$ cat src/core/stf_pkg.sv
// Constants for the outbound SMS and IPv4 transmit frame handler
// Functional notes
// - Frame type 0x1F requests sending a short text message.
// - Destination numbers are accepted with or without a leading plus.
// - Second data byte is an echoed identifier; zero suppresses status.
// - Text message options byte is reserved and ignored.
// - Text message body is at most 160 characters.
// - Frame type 0x20 requests an IPv4 payload transmit.
// - A request to a destination without socket creates a new socket; the handler does so only for source port zero.
// - Network data on an open socket is forwarded to the host.
// - Source port zero sends on an open socket matching destination.
// - Source port zero without a match opens a new socket.
// - Nonzero source port sends only on a fully matching socket.
// - Nonzero source port without full match reports an error.
// - TCP with option bit 1 set closes the socket after sending.
// - Option bit 1 clear keeps the socket until idle timeout.
// - UDP requests ignore the socket-termination option bit.
// - IPv4 payload is at most 1500 bytes.
// - Frame starts 0x7E, then two-byte big-endian data length.
// - Checksum is 0xFF minus data byte sum; bad frames ignored.
// - Escaped mode sends reserved bytes as 0x7D then byte xor 0x20.
// - Nonzero identifier gets a 0x89 status frame with id and code.
package stf_pkg;
  localparam logic [7:0] START_BYTE  = 8'h7e;
  localparam logic [7:0] ESC_BYTE    = 8'h7d;
  localparam logic [7:0] ESC_XOR     = 8'h20;
  localparam logic [7:0] XON_BYTE    = 8'h11;
  localparam logic [7:0] XOFF_BYTE   = 8'h13;
  localparam logic [7:0] CHK_GOOD    = 8'hff;
  localparam logic [7:0] TYPE_SMS    = 8'h1f;
  localparam logic [7:0] TYPE_IPV4   = 8'h20;
  localparam logic [7:0] TYPE_STATUS = 8'h89;
  localparam logic [7:0] PROTO_UDP   = 8'h00;
  localparam logic [7:0] PROTO_TCP   = 8'h01;
  localparam logic [7:0] PROTO_TLS   = 8'h04;
  localparam int         OPT_CLOSE_BIT = 1;
  localparam logic [7:0] ST_MSG_LONG = 8'h74;
  localparam logic [7:0] ST_BAD_FRAME = 8'h2c;
  localparam logic [7:0] ST_RESOURCE = 8'h32;
  localparam logic [7:0] ST_BAD_UDP  = 8'h78;
  localparam logic [7:0] ST_BAD_TCP  = 8'h79;
  localparam logic [7:0] ST_BAD_MODE = 8'h7b;
  localparam logic [10:0] SMS_HDR    = 11'd23;
  localparam logic [10:0] SMS_MAX    = 11'd160;
  localparam logic [10:0] IP_HDR     = 11'd12;
  localparam logic [10:0] IP_MAX     = 11'd1500;
  localparam logic [10:0] PHONE_LAST = 11'd22;
  localparam logic [15:0] STATUS_LEN = 16'h0003;
  localparam logic [2:0]  STATUS_BYTES = 3'd7;
  localparam logic [3:0] REG_CTRL    = 4'h0;
  localparam logic [3:0] REG_IDLE    = 4'h4;
  localparam logic [3:0] REG_SOCK    = 4'h8;
  localparam logic [3:0] REG_STAT    = 4'hc;
  localparam logic [1:0] CTRL_RESET  = 2'b00;
  localparam logic [15:0] IDLE_RESET = 16'h0000;
  localparam logic [1:0] RESP_OKAY   = 2'b00;
  localparam logic [1:0] RESP_SLVERR = 2'b10;
  localparam int CLK_NS  = 50;
  localparam int TICK_NS = 1000000;
  localparam int TICK_CYCLES = TICK_NS / CLK_NS;
  typedef enum {S_IDLE, S_LEN_H, S_LEN_L, S_DATA, S_CHK, S_DEC, S_WAIT}
    stf_state_e;
endpackage

$ cat src/core/stf_frame_handler.sv
// Transmit frame parser, socket table, status framer and register slave
`timescale 1ns/10ps
module stf_frame_handler
  import stf_pkg::*;
#(
  parameter int N_SOCK    = 10,
  parameter int TICK_CYC  = TICK_CYCLES
) (
  input  wire logic        core_clk_i,
  input  wire logic        reset_i,
  input  wire logic        rx_valid_i,
  input  wire logic [7:0]  rx_data_i,
  output logic             rx_ready_o,
  output logic             host_tx_valid_o,
  output logic [7:0]       host_tx_data_o,
  input  wire logic        host_tx_ready_i,
  output logic             pay_valid_o,
  output logic [7:0]       pay_data_o,
  output logic             net_req_o,
  output logic             net_req_sms_o,
  output logic             net_req_new_o,
  output logic [3:0]       net_req_sock_o,
  input  wire logic        net_done_i,
  input  wire logic [7:0]  net_code_i,
  output logic             net_close_o,
  output logic [3:0]       net_close_sock_o,
  input  wire logic        net_rx_valid_i,
  input  wire logic [3:0]  net_rx_sock_i,
  input  wire logic [7:0]  net_rx_data_i,
  output logic             host_rx_valid_o,
  output logic [3:0]       host_rx_sock_o,
  output logic [7:0]       host_rx_data_o,
  input  wire logic [3:0]  s_axi_awaddr,
  input  wire logic        s_axi_awvalid,
  output logic             s_axi_awready,
  input  wire logic [31:0] s_axi_wdata,
  input  wire logic [3:0]  s_axi_wstrb,
  input  wire logic        s_axi_wvalid,
  output logic             s_axi_wready,
  output logic [1:0]       s_axi_bresp,
  output logic             s_axi_bvalid,
  input  wire logic        s_axi_bready,
  input  wire logic [3:0]  s_axi_araddr,
  input  wire logic        s_axi_arvalid,
  output logic             s_axi_arready,
  output logic [31:0]      s_axi_rdata,
  output logic [1:0]       s_axi_rresp,
  output logic             s_axi_rvalid,
  input  wire logic        s_axi_rready
);
  // ***************************************************************
  // Register slave
  // ***************************************************************
  logic [1:0]  ctrl;
  logic [15:0] idle_lim;
  logic [7:0]  last_code;
  logic [7:0]  bad_cnt;
  logic [N_SOCK-1:0] sk_open;
  logic [3:0]  aw_addr;
  logic        aw_full;
  logic        w_full;
  logic [31:0] w_data;
  logic [3:0]  w_strb;
  wire         esc_mode = ctrl[0];
  wire         wr_go = aw_full && w_full && !s_axi_bvalid;
  wire         rd_go = s_axi_arvalid && s_axi_arready;
  wire         wr_map = aw_addr == REG_CTRL || aw_addr == REG_IDLE;
  wire         rd_map = s_axi_araddr == REG_CTRL || s_axi_araddr == REG_IDLE
                     || s_axi_araddr == REG_SOCK || s_axi_araddr == REG_STAT;
  wire  [31:0] rd_val =
    s_axi_araddr == REG_CTRL ? {30'h0, ctrl} :
    s_axi_araddr == REG_IDLE ? {16'h0, idle_lim} :
    s_axi_araddr == REG_SOCK ? 32'(sk_open) :
    s_axi_araddr == REG_STAT ? {16'h0, bad_cnt, last_code} : 32'h0;

  always_ff @(posedge core_clk_i) begin
    if (reset_i) begin
      aw_full <= 1'b0;
      w_full <= 1'b0;
      aw_addr <= 4'h0;
      w_data <= 32'h0;
      w_strb <= 4'h0;
      s_axi_awready <= 1'b0;
      s_axi_wready <= 1'b0;
      s_axi_bvalid <= 1'b0;
      s_axi_bresp <= RESP_OKAY;
      s_axi_arready <= 1'b0;
      s_axi_rvalid <= 1'b0;
      s_axi_rdata <= 32'h0;
      s_axi_rresp <= RESP_OKAY;
      ctrl <= CTRL_RESET;
      idle_lim <= IDLE_RESET;
    end else begin
      s_axi_awready <= !aw_full && !(s_axi_awvalid && s_axi_awready);
      s_axi_wready <= !w_full && !(s_axi_wvalid && s_axi_wready);
      if (s_axi_awvalid && s_axi_awready) begin
        aw_full <= 1'b1;
        aw_addr <= {s_axi_awaddr[3:2], 2'b00};
      end
      if (s_axi_wvalid && s_axi_wready) begin
        w_full <= 1'b1;
        w_data <= s_axi_wdata;
        w_strb <= s_axi_wstrb;
      end
      if (wr_go) begin
        aw_full <= 1'b0;
        w_full <= 1'b0;
        s_axi_bvalid <= 1'b1;
        s_axi_bresp <= wr_map ? RESP_OKAY : RESP_SLVERR;
        if (aw_addr == REG_CTRL && w_strb[0])
          ctrl <= w_data[1:0];
        if (aw_addr == REG_IDLE && w_strb[0])
          idle_lim[7:0] <= w_data[7:0];
        if (aw_addr == REG_IDLE && w_strb[1])
          idle_lim[15:8] <= w_data[15:8];
      end else if (s_axi_bready)
        s_axi_bvalid <= 1'b0;
      s_axi_arready <= !s_axi_rvalid && !rd_go;
      if (rd_go) begin
        s_axi_rvalid <= 1'b1;
        s_axi_rdata <= rd_map ? rd_val : 32'h0;
        s_axi_rresp <= rd_map ? RESP_OKAY : RESP_SLVERR;
      end else if (s_axi_rready)
        s_axi_rvalid <= 1'b0;
    end
  end

  // ***************************************************************
  // Frame parser
  // ***************************************************************
  stf_state_e  state;
  logic [15:0] len;
  logic [10:0] idx;
  logic [7:0]  sum;
  logic        esc_pend;
  logic [7:0]  f_type;
  logic [7:0]  f_id;
  logic [31:0] f_addr;
  logic [15:0] f_dport;
  logic [15:0] f_sport;
  logic [7:0]  f_proto;
  logic [7:0]  f_opt;
  logic        ph_bad;
  logic        ph_end;
  logic        chk_ok;
  logic        ser_busy;
  logic        ser_go;
  logic [7:0]  ser_code;
  logic [7:0]  ser_id;
  logic [3:0]  cur_sock;
  logic        cur_close;
  wire         take = rx_valid_i && rx_ready_o;
  wire         restart = take && esc_mode && rx_data_i == START_BYTE;
  wire         esc_mark = take && esc_mode && rx_data_i == ESC_BYTE
                       && !esc_pend;
  wire  [7:0]  din = esc_pend ? (rx_data_i ^ ESC_XOR) : rx_data_i;
  wire         dtake = take && !restart && !esc_mark;
  wire         last_data = {5'h0, idx} + 16'h1 == len;
  wire         is_digit = din >= 8'h30 && din <= 8'h39;
  wire         is_plus = din == 8'h2b;
  wire  [10:0] body_hdr = f_type == TYPE_SMS ? SMS_HDR : IP_HDR;
  wire  [15:0] sms_top = {5'h0, SMS_HDR + SMS_MAX};
  wire  [15:0] ip_top = {5'h0, IP_HDR + IP_MAX};
  wire         proto_ok = f_proto == PROTO_UDP || f_proto == PROTO_TCP
                       || f_proto == PROTO_TLS;

  // Socket lookup against the captured request
  logic        hit;
  logic [3:0]  hit_idx;
  logic        free;
  logic [3:0]  free_idx;
  logic [31:0] sk_addr  [N_SOCK];
  logic [15:0] sk_dport [N_SOCK];
  logic [15:0] sk_sport [N_SOCK];
  logic        sk_udp   [N_SOCK];
  logic [15:0] sk_idle  [N_SOCK];
  always_comb begin
    hit = 1'b0;
    hit_idx = 4'h0;
    free = 1'b0;
    free_idx = 4'h0;
    for (int i = N_SOCK - 1; i >= 0; i--) begin
      if (sk_open[i] && sk_addr[i] == f_addr && sk_dport[i] == f_dport
          && (f_sport == 16'h0 || sk_sport[i] == f_sport)) begin
        hit = 1'b1;
        hit_idx = 4'(i);
      end
      if (!sk_open[i]) begin
        free = 1'b1;
        free_idx = 4'(i);
      end
    end
  end

  always_ff @(posedge core_clk_i) begin
    if (reset_i) begin
      state <= S_IDLE;
      len <= 16'h0;
      idx <= 11'h0;
      sum <= 8'h0;
      esc_pend <= 1'b0;
      {f_type, f_id, f_proto, f_opt} <= 32'h0;
      {f_addr, f_dport, f_sport} <= 64'h0;
      {ph_bad, ph_end, chk_ok} <= 3'b000;
      rx_ready_o <= 1'b0;
      pay_valid_o <= 1'b0;
      pay_data_o <= 8'h0;
      net_req_o <= 1'b0;
      net_req_sms_o <= 1'b0;
      net_req_new_o <= 1'b0;
      net_req_sock_o <= 4'h0;
      ser_go <= 1'b0;
      ser_code <= 8'h0;
      ser_id <= 8'h0;
      cur_sock <= 4'h0;
      cur_close <= 1'b0;
      bad_cnt <= 8'h0;
    end else begin
      net_req_o <= 1'b0;
      pay_valid_o <= 1'b0;
      ser_go <= 1'b0;
      rx_ready_o <= (take && state == S_CHK) ? 1'b0 :
        (state inside {S_IDLE, S_LEN_H, S_LEN_L, S_DATA, S_CHK}
         && !ser_busy && !ser_go);
      if (take)
        esc_pend <= esc_mark;
      if (restart) begin
        state <= S_LEN_H;
      end else if (dtake) begin
        case (state)
          S_IDLE: begin
            if (din == START_BYTE)
              state <= S_LEN_H;
          end
          S_LEN_H: begin
            len[15:8] <= din;
            state <= S_LEN_L;
          end
          S_LEN_L: begin
            len[7:0] <= din;
            idx <= 11'h0;
            sum <= 8'h0;
            {ph_bad, ph_end} <= 2'b00;
            state <= {len[15:8], din} == 16'h0 ? S_CHK : S_DATA;
          end
          S_DATA: begin
            sum <= sum + din;
            idx <= idx + 11'h1;
            if (last_data)
              state <= S_CHK;
            if (idx == 11'd0) f_type <= din;
            if (idx == 11'd1) f_id <= din;
            if (f_type == TYPE_IPV4) begin
              if (idx >= 11'd2 && idx <= 11'd5)
                f_addr <= {f_addr[23:0], din};
              if (idx == 11'd6 || idx == 11'd7)
                f_dport <= {f_dport[7:0], din};
              if (idx == 11'd8 || idx == 11'd9)
                f_sport <= {f_sport[7:0], din};
              if (idx == 11'd10) f_proto <= din;
              if (idx == 11'd11) f_opt <= din;
            end
            // Options byte at index 2 is not captured
            if (f_type == TYPE_SMS && idx > 11'd2 && idx <= PHONE_LAST
                && !ph_end) begin
              if (din == 8'h0)
                ph_end <= 1'b1;
              else if (!(is_digit || (is_plus && idx == 11'd3)))
                ph_bad <= 1'b1;
            end
            if (f_type == TYPE_SMS && idx == PHONE_LAST && din != 8'h0
                && !ph_end)
              ph_bad <= 1'b1;
            if (idx >= body_hdr && (f_type == TYPE_SMS
                || f_type == TYPE_IPV4)) begin
              pay_valid_o <= 1'b1;
              pay_data_o <= din;
            end
          end
          S_CHK: begin
            chk_ok <= sum + din == CHK_GOOD;
            state <= S_DEC;
          end
          default: state <= S_IDLE;
        endcase
      end else if (state == S_DEC) begin
        state <= S_IDLE;
        ser_id <= f_id;
        cur_close <= f_type == TYPE_IPV4 && f_proto != PROTO_UDP
                     && f_opt[OPT_CLOSE_BIT];
        if (!chk_ok) begin
          bad_cnt <= bad_cnt + 8'h1;
        end else if (f_type == TYPE_SMS) begin
          if (len > sms_top || ph_bad) begin
            ser_code <= ph_bad ? ST_BAD_FRAME : ST_MSG_LONG;
            ser_go <= f_id != 8'h0;
          end else begin
            net_req_o <= 1'b1;
            net_req_sms_o <= 1'b1;
            net_req_new_o <= 1'b0;
            state <= S_WAIT;
          end
        end else if (f_type == TYPE_IPV4) begin
          net_req_sms_o <= 1'b0;
          if (!proto_ok || len < {5'h0, IP_HDR}) begin
            ser_code <= ST_BAD_MODE;
            ser_go <= f_id != 8'h0;
          end else if (len > ip_top) begin
            ser_code <= ST_MSG_LONG;
            ser_go <= f_id != 8'h0;
          end else if (hit) begin
            net_req_o <= 1'b1;
            net_req_new_o <= 1'b0;
            net_req_sock_o <= hit_idx;
            cur_sock <= hit_idx;
            state <= S_WAIT;
          end else if (f_sport != 16'h0) begin
            ser_code <= f_proto == PROTO_UDP ? ST_BAD_UDP : ST_BAD_TCP;
            ser_go <= f_id != 8'h0;
          end else if (free) begin
            net_req_o <= 1'b1;
            net_req_new_o <= 1'b1;
            net_req_sock_o <= free_idx;
            cur_sock <= free_idx;
            state <= S_WAIT;
          end else begin
            ser_code <= ST_RESOURCE;
            ser_go <= f_id != 8'h0;
          end
        end
      end else if (state == S_WAIT && net_done_i) begin
        state <= S_IDLE;
        ser_code <= net_code_i;
        ser_go <= ser_id != 8'h0;
      end
    end
  end

  // ***************************************************************
  // Socket table and idle timeout
  // ***************************************************************
  logic [$clog2(TICK_CYC)-1:0] tick_cnt;
  wire  tick = tick_cnt == ($clog2(TICK_CYC))'(TICK_CYC - 1);
  wire  new_open = state == S_DEC && chk_ok
                 && f_type == TYPE_IPV4 && proto_ok && !hit && free
                 && f_sport == 16'h0 && len >= {5'h0, IP_HDR}
                 && len <= ip_top;
  wire  done_close = state == S_WAIT && net_done_i && !net_req_sms_o
                   && cur_close;
  always_ff @(posedge core_clk_i) begin
    if (reset_i) begin
      tick_cnt <= '0;
      sk_open <= '0;
      net_close_o <= 1'b0;
      net_close_sock_o <= 4'h0;
      host_rx_valid_o <= 1'b0;
      host_rx_sock_o <= 4'h0;
      host_rx_data_o <= 8'h0;
      last_code <= 8'h0;
      for (int i = 0; i < N_SOCK; i++) begin
        sk_addr[i] <= 32'h0;
        sk_dport[i] <= 16'h0;
        sk_sport[i] <= 16'h0;
        sk_udp[i] <= 1'b0;
        sk_idle[i] <= 16'h0;
      end
    end else begin
      tick_cnt <= tick ? '0 : tick_cnt + 1'b1;
      net_close_o <= 1'b0;
      if (state == S_WAIT && net_done_i)
        last_code <= net_code_i;
      // Forward network data only for sockets that are open
      host_rx_valid_o <= net_rx_valid_i && 32'(net_rx_sock_i) < N_SOCK
                         && sk_open[net_rx_sock_i];
      host_rx_sock_o <= net_rx_sock_i;
      host_rx_data_o <= net_rx_data_i;
      for (int i = 0; i < N_SOCK; i++) begin
        if (tick && sk_open[i])
          sk_idle[i] <= sk_idle[i] + 16'h1;
        if (sk_open[i] && idle_lim != 16'h0 && sk_idle[i] >= idle_lim
            && !(state == S_WAIT && cur_sock == 4'(i))) begin
          sk_open[i] <= 1'b0;
          net_close_o <= 1'b1;
          net_close_sock_o <= 4'(i);
        end
      end
      if (new_open) begin
        sk_open[free_idx] <= 1'b1;
        sk_addr[free_idx] <= f_addr;
        sk_dport[free_idx] <= f_dport;
        sk_sport[free_idx] <= 16'h0;
        sk_udp[free_idx] <= f_proto == PROTO_UDP;
        sk_idle[free_idx] <= 16'h0;
      end
      if (state == S_WAIT && net_done_i && !net_req_sms_o)
        sk_idle[cur_sock] <= 16'h0;
      if (done_close && !sk_udp[cur_sock]) begin
        sk_open[cur_sock] <= 1'b0;
        net_close_o <= 1'b1;
        net_close_sock_o <= cur_sock;
      end
    end
  end

  // ***************************************************************
  // Status frame serializer
  // ***************************************************************
  logic [2:0] ser_idx;
  logic       ser_esc;
  wire  [7:0] ser_raw =
    ser_idx == 3'd0 ? START_BYTE : ser_idx == 3'd1 ? STATUS_LEN[15:8] :
    ser_idx == 3'd2 ? STATUS_LEN[7:0] : ser_idx == 3'd3 ? TYPE_STATUS :
    ser_idx == 3'd4 ? ser_id : ser_idx == 3'd5 ? ser_code :
    CHK_GOOD - (TYPE_STATUS + ser_id + ser_code);
  wire        ser_need = esc_mode && ser_idx != 3'd0 && (ser_raw == START_BYTE
    || ser_raw == ESC_BYTE || ser_raw == XON_BYTE || ser_raw == XOFF_BYTE);
  wire        out_step = !host_tx_valid_o || host_tx_ready_i;
  always_ff @(posedge core_clk_i) begin
    if (reset_i) begin
      ser_busy <= 1'b0;
      ser_idx <= 3'd0;
      ser_esc <= 1'b0;
      host_tx_valid_o <= 1'b0;
      host_tx_data_o <= 8'h0;
    end else if (ser_go) begin
      ser_busy <= 1'b1;
      ser_idx <= 3'd0;
      ser_esc <= 1'b0;
    end else if (out_step) begin
      host_tx_valid_o <= ser_busy;
      if (ser_busy && ser_need && !ser_esc) begin
        host_tx_data_o <= ESC_BYTE;
        ser_esc <= 1'b1;
      end else if (ser_busy) begin
        host_tx_data_o <= ser_esc ? ser_raw ^ ESC_XOR : ser_raw;
        ser_esc <= 1'b0;
        ser_idx <= ser_idx + 3'd1;
        if (ser_idx == STATUS_BYTES - 3'd1)
          ser_busy <= 1'b0;
      end
    end
  end

  // ***************************************************************
  // Checks
  // ***************************************************************
  ready_drop_a: assert property (@(posedge core_clk_i) disable iff (reset_i)
    take && state == S_CHK |=> !rx_ready_o)
    else $error("ready stayed high after checksum byte");
  bad_chk_a: assert property (@(posedge core_clk_i) disable iff (reset_i)
    state == S_DEC && !chk_ok |=> !net_req_o && !ser_go)
    else $error("bad checksum frame was acted on");
  zero_id_a: assert property (@(posedge core_clk_i) disable iff (reset_i)
    ser_go |-> ser_id != 8'h0)
    else $error("status started for zero identifier");
  sport_err_a: assert property (@(posedge core_clk_i) disable iff (reset_i)
    state == S_DEC && chk_ok && f_type == TYPE_IPV4 && f_sport != 16'h0
    && !hit |=> !net_req_o)
    else $error("nonzero source port opened a socket");
  new_sock_a: assert property (@(posedge core_clk_i) disable iff (reset_i)
    net_req_o && net_req_new_o |-> f_sport == 16'h0 && !net_req_sms_o
    && sk_open[net_req_sock_o])
    else $error("new socket request without open slot");
  status_head_a: assert property (@(posedge core_clk_i) disable iff (reset_i)
    ser_go |=> ##1 host_tx_valid_o && host_tx_data_o == START_BYTE)
    else $error("status frame did not start with start byte");
  udp_keep_a: assert property (@(posedge core_clk_i) disable iff (reset_i)
    state == S_WAIT && net_done_i && sk_udp[cur_sock] && !net_req_sms_o
    && sk_open[cur_sock] && idle_lim == 16'h0 |=> sk_open[cur_sock])
    else $error("udp socket closed by option bit");
  req_pulse_a: assert property (@(posedge core_clk_i) disable iff (reset_i)
    net_req_o |=> !net_req_o [*2])
    else $error("network request longer than one cycle");
endmodule

$ cat config.mk
export PLATFORM = sky130hd
export DESIGN_NAME = stf_frame_handler
export DESIGN_NICKNAME = d
export VERILOG_FILES = /design/src/core/stf_pkg.sv /design/src/core/stf_frame_handler.sv
export SDC_FILE = /design/constraint.sdc
export NUM_CORES = 2
export LEC_CHECK = 0
export ABC_AREA = 1
export BUFFER_PORTS_ARGS = -buffer_cell sky130_fd_sc_hd__buf_2
export CORE_MARGIN = 5
export CORE_UTILIZATION = 67
export CTS_CLUSTER_DIAMETER = 30
export DETAILED_ROUTE_END_ITERATION = 10
export PLACE_DENSITY = 0.86
export SYNTH_ARGS = -nofsm -noshare
export SYNTH_HDL_FRONTEND = slang
export SYNTH_SLANG_ARGS = --single-unit
$ cat constraint.sdc
create_clock -name core_clk_i -period 11.3 [get_ports core_clk_i]
set_clock_uncertainty 0.15 [all_clocks]
set_input_delay 1.695 -clock core_clk_i [delete_from_list [all_inputs] [get_ports core_clk_i]]
set_output_delay 1.695 -clock core_clk_i [all_outputs]
set_load 0.02 [all_outputs]
# --- After elaboration in Yosys (flattened, before gate mapping) ---
# Memories as Yosys holds them, arrays and structs flattened. A register that Yosys moved wholly into a read port is not among the register bits.
# Cells that the tools add are included.
totals:
  ramBits: 650
  output_inout_bits: 85
  rom_bits: 0
  reg_bits: 350
  latchBits: 0
  n_memories: 4
  wordCells: 750
  inputBits: 83
op_classes:
  n_addsub: 19
  n_shift: 0
  magnitude_cmp: 28
  reduce_logical: 260
  n_div: 0
  n_bitwise: 25
  n_mux: 256
  multipliers: 0
  eq_ne: 100
mem_list:
  columns: ["name", "depth", "width", "read_ports", "rd_clocked_by_memory_dff", "wr", "line", "rtl"]
  rows:
  - ["sk_addr", 10, 32, 10, 0, 10, "stf_frame_handler.sv:172", "logic [31:0] sk_addr [N_SOCK];"]
  - ["sk_dport", 10, 16, 10, 0, 10, "stf_frame_handler.sv:173", "logic [15:0] sk_dport [N_SOCK];"]
  - ["sk_idle", 10, 16, 10, 0, 11, "stf_frame_handler.sv:176", "logic [15:0] sk_idle [N_SOCK];"]
  - ["sk_udp", 10, 1, 1, 1, 10, "stf_frame_handler.sv:175", "logic sk_udp [N_SOCK];"]
op_table:
  columns: ["cell", "n"]
  rows:
  - ["32-bit equality test", 10]
  - ["16-bit 2-to-1 mux", 17]
  - ["32-bit 2-to-1 mux", 8]
  - ["16-bit by 1-bit adder with 16-bit output, second input constant", 10]
  - ["16-bit equality test", 10]
  - ["16-bit equality test, first input constant", 10]
  - ["16-bit >= comparator", 10]
  - ["4-bit 2-to-1 mux", 40]
  - ["32-bit one-hot mux with 5 select lines", 1]
  - ["8-bit 2-to-1 mux", 19]
  - ["1-bit 2-to-1 mux", 147]
  - ["1-bit logical AND", 133]
  - ["32-bit by 4-bit equality test with 1-bit output, second input constant", 3]
  - ["32-bit by 2-bit equality test with 1-bit output, second input constant", 2]
  - ["11-bit by 4-bit equality test with 1-bit output, second input constant", 4]
  - ["8-bit by 7-bit equality test with 1-bit output, second input constant", 5]
  - ["32-bit by 1-bit equality test with 1-bit output, second input constant", 1]
  - ["32-bit by 3-bit equality test with 1-bit output, second input constant", 1]
  - ["16-bit logical NOT", 2]
  - ["32-bit logical NOT", 1]
  - ["16-bit nonzero test", 2]
  - ["8-bit nonzero test", 4]
  - ["16-bit OR reduction", 2]
  - ["32-bit OR reduction", 1]
  - ["other kinds (90)", 245]

# --- Logic depth before layout (Yosys ltp) ---
# An unclocked memory read counts as a cell.
logic_depth:
  ltp_word: 26
  mapped_depth: 23
  depth_no_buf: 21

# --- Worst setup path after synthesis ---
# OpenSTA, ideal clock, no wires.
synth_path:
  kind: "register to register"
  startpoint: "register f_dport[9]"
  endpoint: "memory sk_addr[1][0] (enable)"
  arrival_time_ns: 5.062
  required_ns: 10.627
  path_slack_ns: 5.565
  period_less_slack_ns: 5.735
  path_stages_with_launch: 17
  setup_time_ns: 0.523
  path_buffers: 2
  path_cell_list: "dfxtp_1 > buf_4 > inv_2 > buf_2 > o21ai_0 > nor2_1 > nand2_1 > nor2_1 > nand2_1 > nor2_1 > nand2_1 > nand2_1 > nor2_2 > nand3_2 > inv_2 > nand2_1 > o21ai_0"
synth_lines:
  columns: ["element", "line", "rtl"]
  rows:
  - ["start, declared", "stf_frame_handler.sv:139", "logic [15:0] f_dport;"]
  - ["start signal, assigned", "stf_frame_handler.sv:257", "f_dport <= {f_dport[7:0], din};"]
  - ["end, declared", "stf_frame_handler.sv:172", null]

==> summary.md <==
| Metric | Value |
|---|---|
| Status | finished with violations |
| Failing checks | design-rule violations |
| Synth Instances | about 6,500 |
| Tmin final | roughly 6.1 ns |
| Buf/Inv on CP | 4 |
| Met2 GRT Util | 64.5% |
| Asr flop ratio synth | 0% |
| Routed Antenna Nets | 0 |
| Critical path launch point | f_dport[13]$_SDFFE_PP0P_ |
| Initial Utilization | 67.7% |
| Drt via density | 6.32 |
| # rows | 100 |
| Highest clock rate | 164 MHz |
| Reg2reg end | sk_dport[3][1]$_SDFFCE_PN0P_ |
| Final hold vios | 0 |
| Routed len/inst | between 20 and 25 um |
| Pleak | 23.9 nW |
| Worst hold start | aw_full$_SDFFE_PP0P_ |
| CTS Sinks | approximately 960 |
| Layout cells sized above 1 | approximately a tenth |
| Total die area | about 80,000 sq um |
| Hold buffers post-CTS | 0 |
| PortBufs | ~130 |
| Layout Utilization | between 70% and 80% |
| Top delay family on crit path | simple AND/OR/NAND/NOR gates |
| Nets | about 6,900 |
| Clock transition at path regs | roughly 0.060 ns |
| Most common cell after layout, fill and taps aside | nand2_1 |
| Startpoint Class | flop |
| Largest area contributor in the netlist | edfxtp_1 |
| RSZ-0062 raised after global routing | no |
| Top area cells in the synthesized netlist | edfxtp_1 (29%), dfxtp_1 (18%), nand2_1 (11%) |
| Slew Viols, Final | 0 |
| Top Usage Layer GRT | met2 |
| Hold Path Class | reg2reg |
| CP max-delay cell | dfxtp_1 |
| RD Place Congestion | between 1 and 1.5 |
| Stages on worst setup path | 18 |
| Met1 usage | ~50% |
| Commonest non-fill, non-tap cells in the layout | nand2_1 (1,425), nor2_1 (1,197), inv_1 (700) |
| H-tree depth | 4 |
| Post-CTS Resized | 0 |
| Sequential share of the synthesized area | 47.9% |
| Worst skew pair latency | between 0.7 and 0.8 ns |
| Fin Setup TNS | 0 ns |
| CTS tree | built |
| Initial drt markers | between 8,000 and 9,000 |
| Die height | 285 um |
| Distinct cells, synth | 64 |
| Total vias in the final route | between 40,000 and 50,000 |
| Worst-Margin Slew | around 1.3 ns |
| Maximum VDD drop | roughly 0.00016 V |
| Initial antenna violation count | 8 |
| Yosys warnings | 0 |
| #FFs+latches synth | just under 1,000 |
| Maximum fanout along the worst path | 31 |
| Core ar. | 74,700 sq um |
| Worst-path cell chain | inv_2 > nand2_1 > nand2_1 > nor2_1 > nand2_1 > nor2_1 > nand2_1 > nor2_1 > nand2_1 > nand2_1 > nor2_4 > nand3_2 > inv_2 > nand2_1 > clkinv_1 > nand2_1 > nand2_2 > buf_4 |
| Critical Path End Type | flop |
| Crit-path max cell delay | between 0.7 and 0.8 ns |
| Cts bufs inserted | between 150 and 200 |
| Vias in the first global route | between 40,000 and 50,000 |
| Most common cell on crit path | nand2_1 |
| Setup Fix Bufs, Post-CTS | 0 |
| Worst reg-to-reg path cell count | 18 |
| Reg-to-reg setup timing slack | between 5 and 6 ns |
| Mean post-synth cell area | 7.81 sq um |
| Root Buffer | clkbuf_16 |
| Layout area overhead | 14.4% |
| Post-synth EDFFs | roughly 500 |
| Met3 Use GR | 16.3% |
| Max_cap viols | 0 |
| DP HPWL | roughly 120,000 um |
| Drt total wl | about 180,000 um |
| Remaining DRCs | between 40 and 50 |
| Slew HR | between 10% and 20% |
| Req. time, crit path | 11.60 ns |
| Pre-Repair DR Iteration Count | 11 |
| Total grt overflow | 0 |
| Kind of critical path | reg2reg |
| WP data arrival | 6.41 ns |
| Die W | 285 um |
| Hold Path Stages | 1 |
| Global Route Usage Sum | between 40% and 50% |
| Largest net degree at the start of global routing | 98 |
| # IOs | 168 |
| Main synth FF type | edfxtp_1 |
| Endpoints failing setup | 0 |
| PwrDens | around 170 nW/um^2 |
| First-pass GRT wire length | around 270,000 um |
| RR Startpoint | f_dport[13]$_SDFFE_PP0P_ |
| Worst setup path endpoint | sk_dport[3][1]$_SDFFCE_PN0P_ |
| Share of the synthesized area in the top cell type | between 20% and 30% |
| Synth Cell Area | 50,600 sq um |
| Clock tree buffer depth | 3 |
| Period utilisation layout | 54.1% |
==> power by group <==
group	internal [mW]	total [mW]	switching, mW
Combinational	0.0909	0.342	0.251
Sequential	3.77	3.82	0.0566
Clock	3.52	5.55	2.04
==> cell usage after synthesis, types with 55 or more instances <==
cell	count
inv_2	56
buf_2	60
inv_1	707
buf_4	61
o21ai_1	55
nor2_1	1197
clkbuf_1	106
nand3_1	176
nor3_1	93
nand4_1	77
xor2_1	83
nand2_1	1435
dfxtp_1	466
a21oi_1	348
edfxtp_1	496
ha_1	205
xnor2_1	59
o21ai_0	463
==> flip-flops by register name, summed over array words and instances, names as in the netlist, 10 cells and up, named ones only <==
register     cells
sk_addr        320
sk_dport       160
sk_idle        160
f_addr          32
f_dport         16
f_sport         16
idle_lim        16
len             16
s_axi_rdata     16
sk_udp          16
w_data          16
tick_cnt        15
idx             11
sk_open         10
==> worst min-delay path by stage <==
stage                                    end  slack (ns)
detailed placement  s_axi_awready$_SDFF_PP0_        0.26
finish              s_axi_awready$_SDFF_PP0_        0.28
CTS                 s_axi_awready$_SDFF_PP0_        0.27
floorplan           s_axi_awready$_SDFF_PP0_        0.25
global route        s_axi_awready$_SDFF_PP0_        0.32
global placement    s_axi_awready$_SDFF_PP0_        0.26
==> metal layers <==
layer | wire length [um] | vias up | part of all wire, %
li1 | - | 21394 | -
met1 | 58500 | 22100 | 32
met2 | 76000 | 4082 | 42
met3 | 29100 | 1224 | 16
met4 | 18500 | 10 | 10
met5 | 204 | - | 0.11
==> through the flow <==
stage	cells	power, mW	setup WS, ns	cell area, sq um	hold slack [ns]
finish	7729	9.72	5.19	57900	0.276
global route	7723	9.91	5.50	57900	0.319
floorplan	6501	4.09	5.56	50700	0.249
CTS	7723	9.67	6.03	57900	0.271
detailed placement	7389	4.20	6.07	51500	0.261
global placement	7389	4.19	6.14	51500	0.261
==> layout make-up <==
| class | count | area (sq um) |
|---|---|---|
| Tap cell | 969 | 1210 |
| Fill cell | 4941 | 16800 |
| Sequential cell | 962 | 24200 |
| Inverter | 767 | 2880 |
| Multi-Input combinational cell | 4523 | 22300 |
| Antenna cell | 6 | 15.0 |
| Clock inverter | 140 | 1740 |
| Timing Repair Buffer | 168 | 941 |
| Clock buffer | 194 | 4600 |
==> logic make-up after synthesis <==
| family | count (synthesis) | share of synthesized area (%) |
|---|---|---|
| muxes | 2 | 0.0396 |
| and+or+nand+nor | 3127 | 25.3 |
| adders and majority gates | 207 | 5.15 |
| xor gates and xnor gates | 142 | 2.46 |
| other | 1 | 0.00741 |
| buffers and inverters | 1016 | 8.36 |
| DFF | 962 | 47.9 |
| AOI/OAI and AO/OA | 1021 | 10.8 |
(Power assumes the default switching activity.)
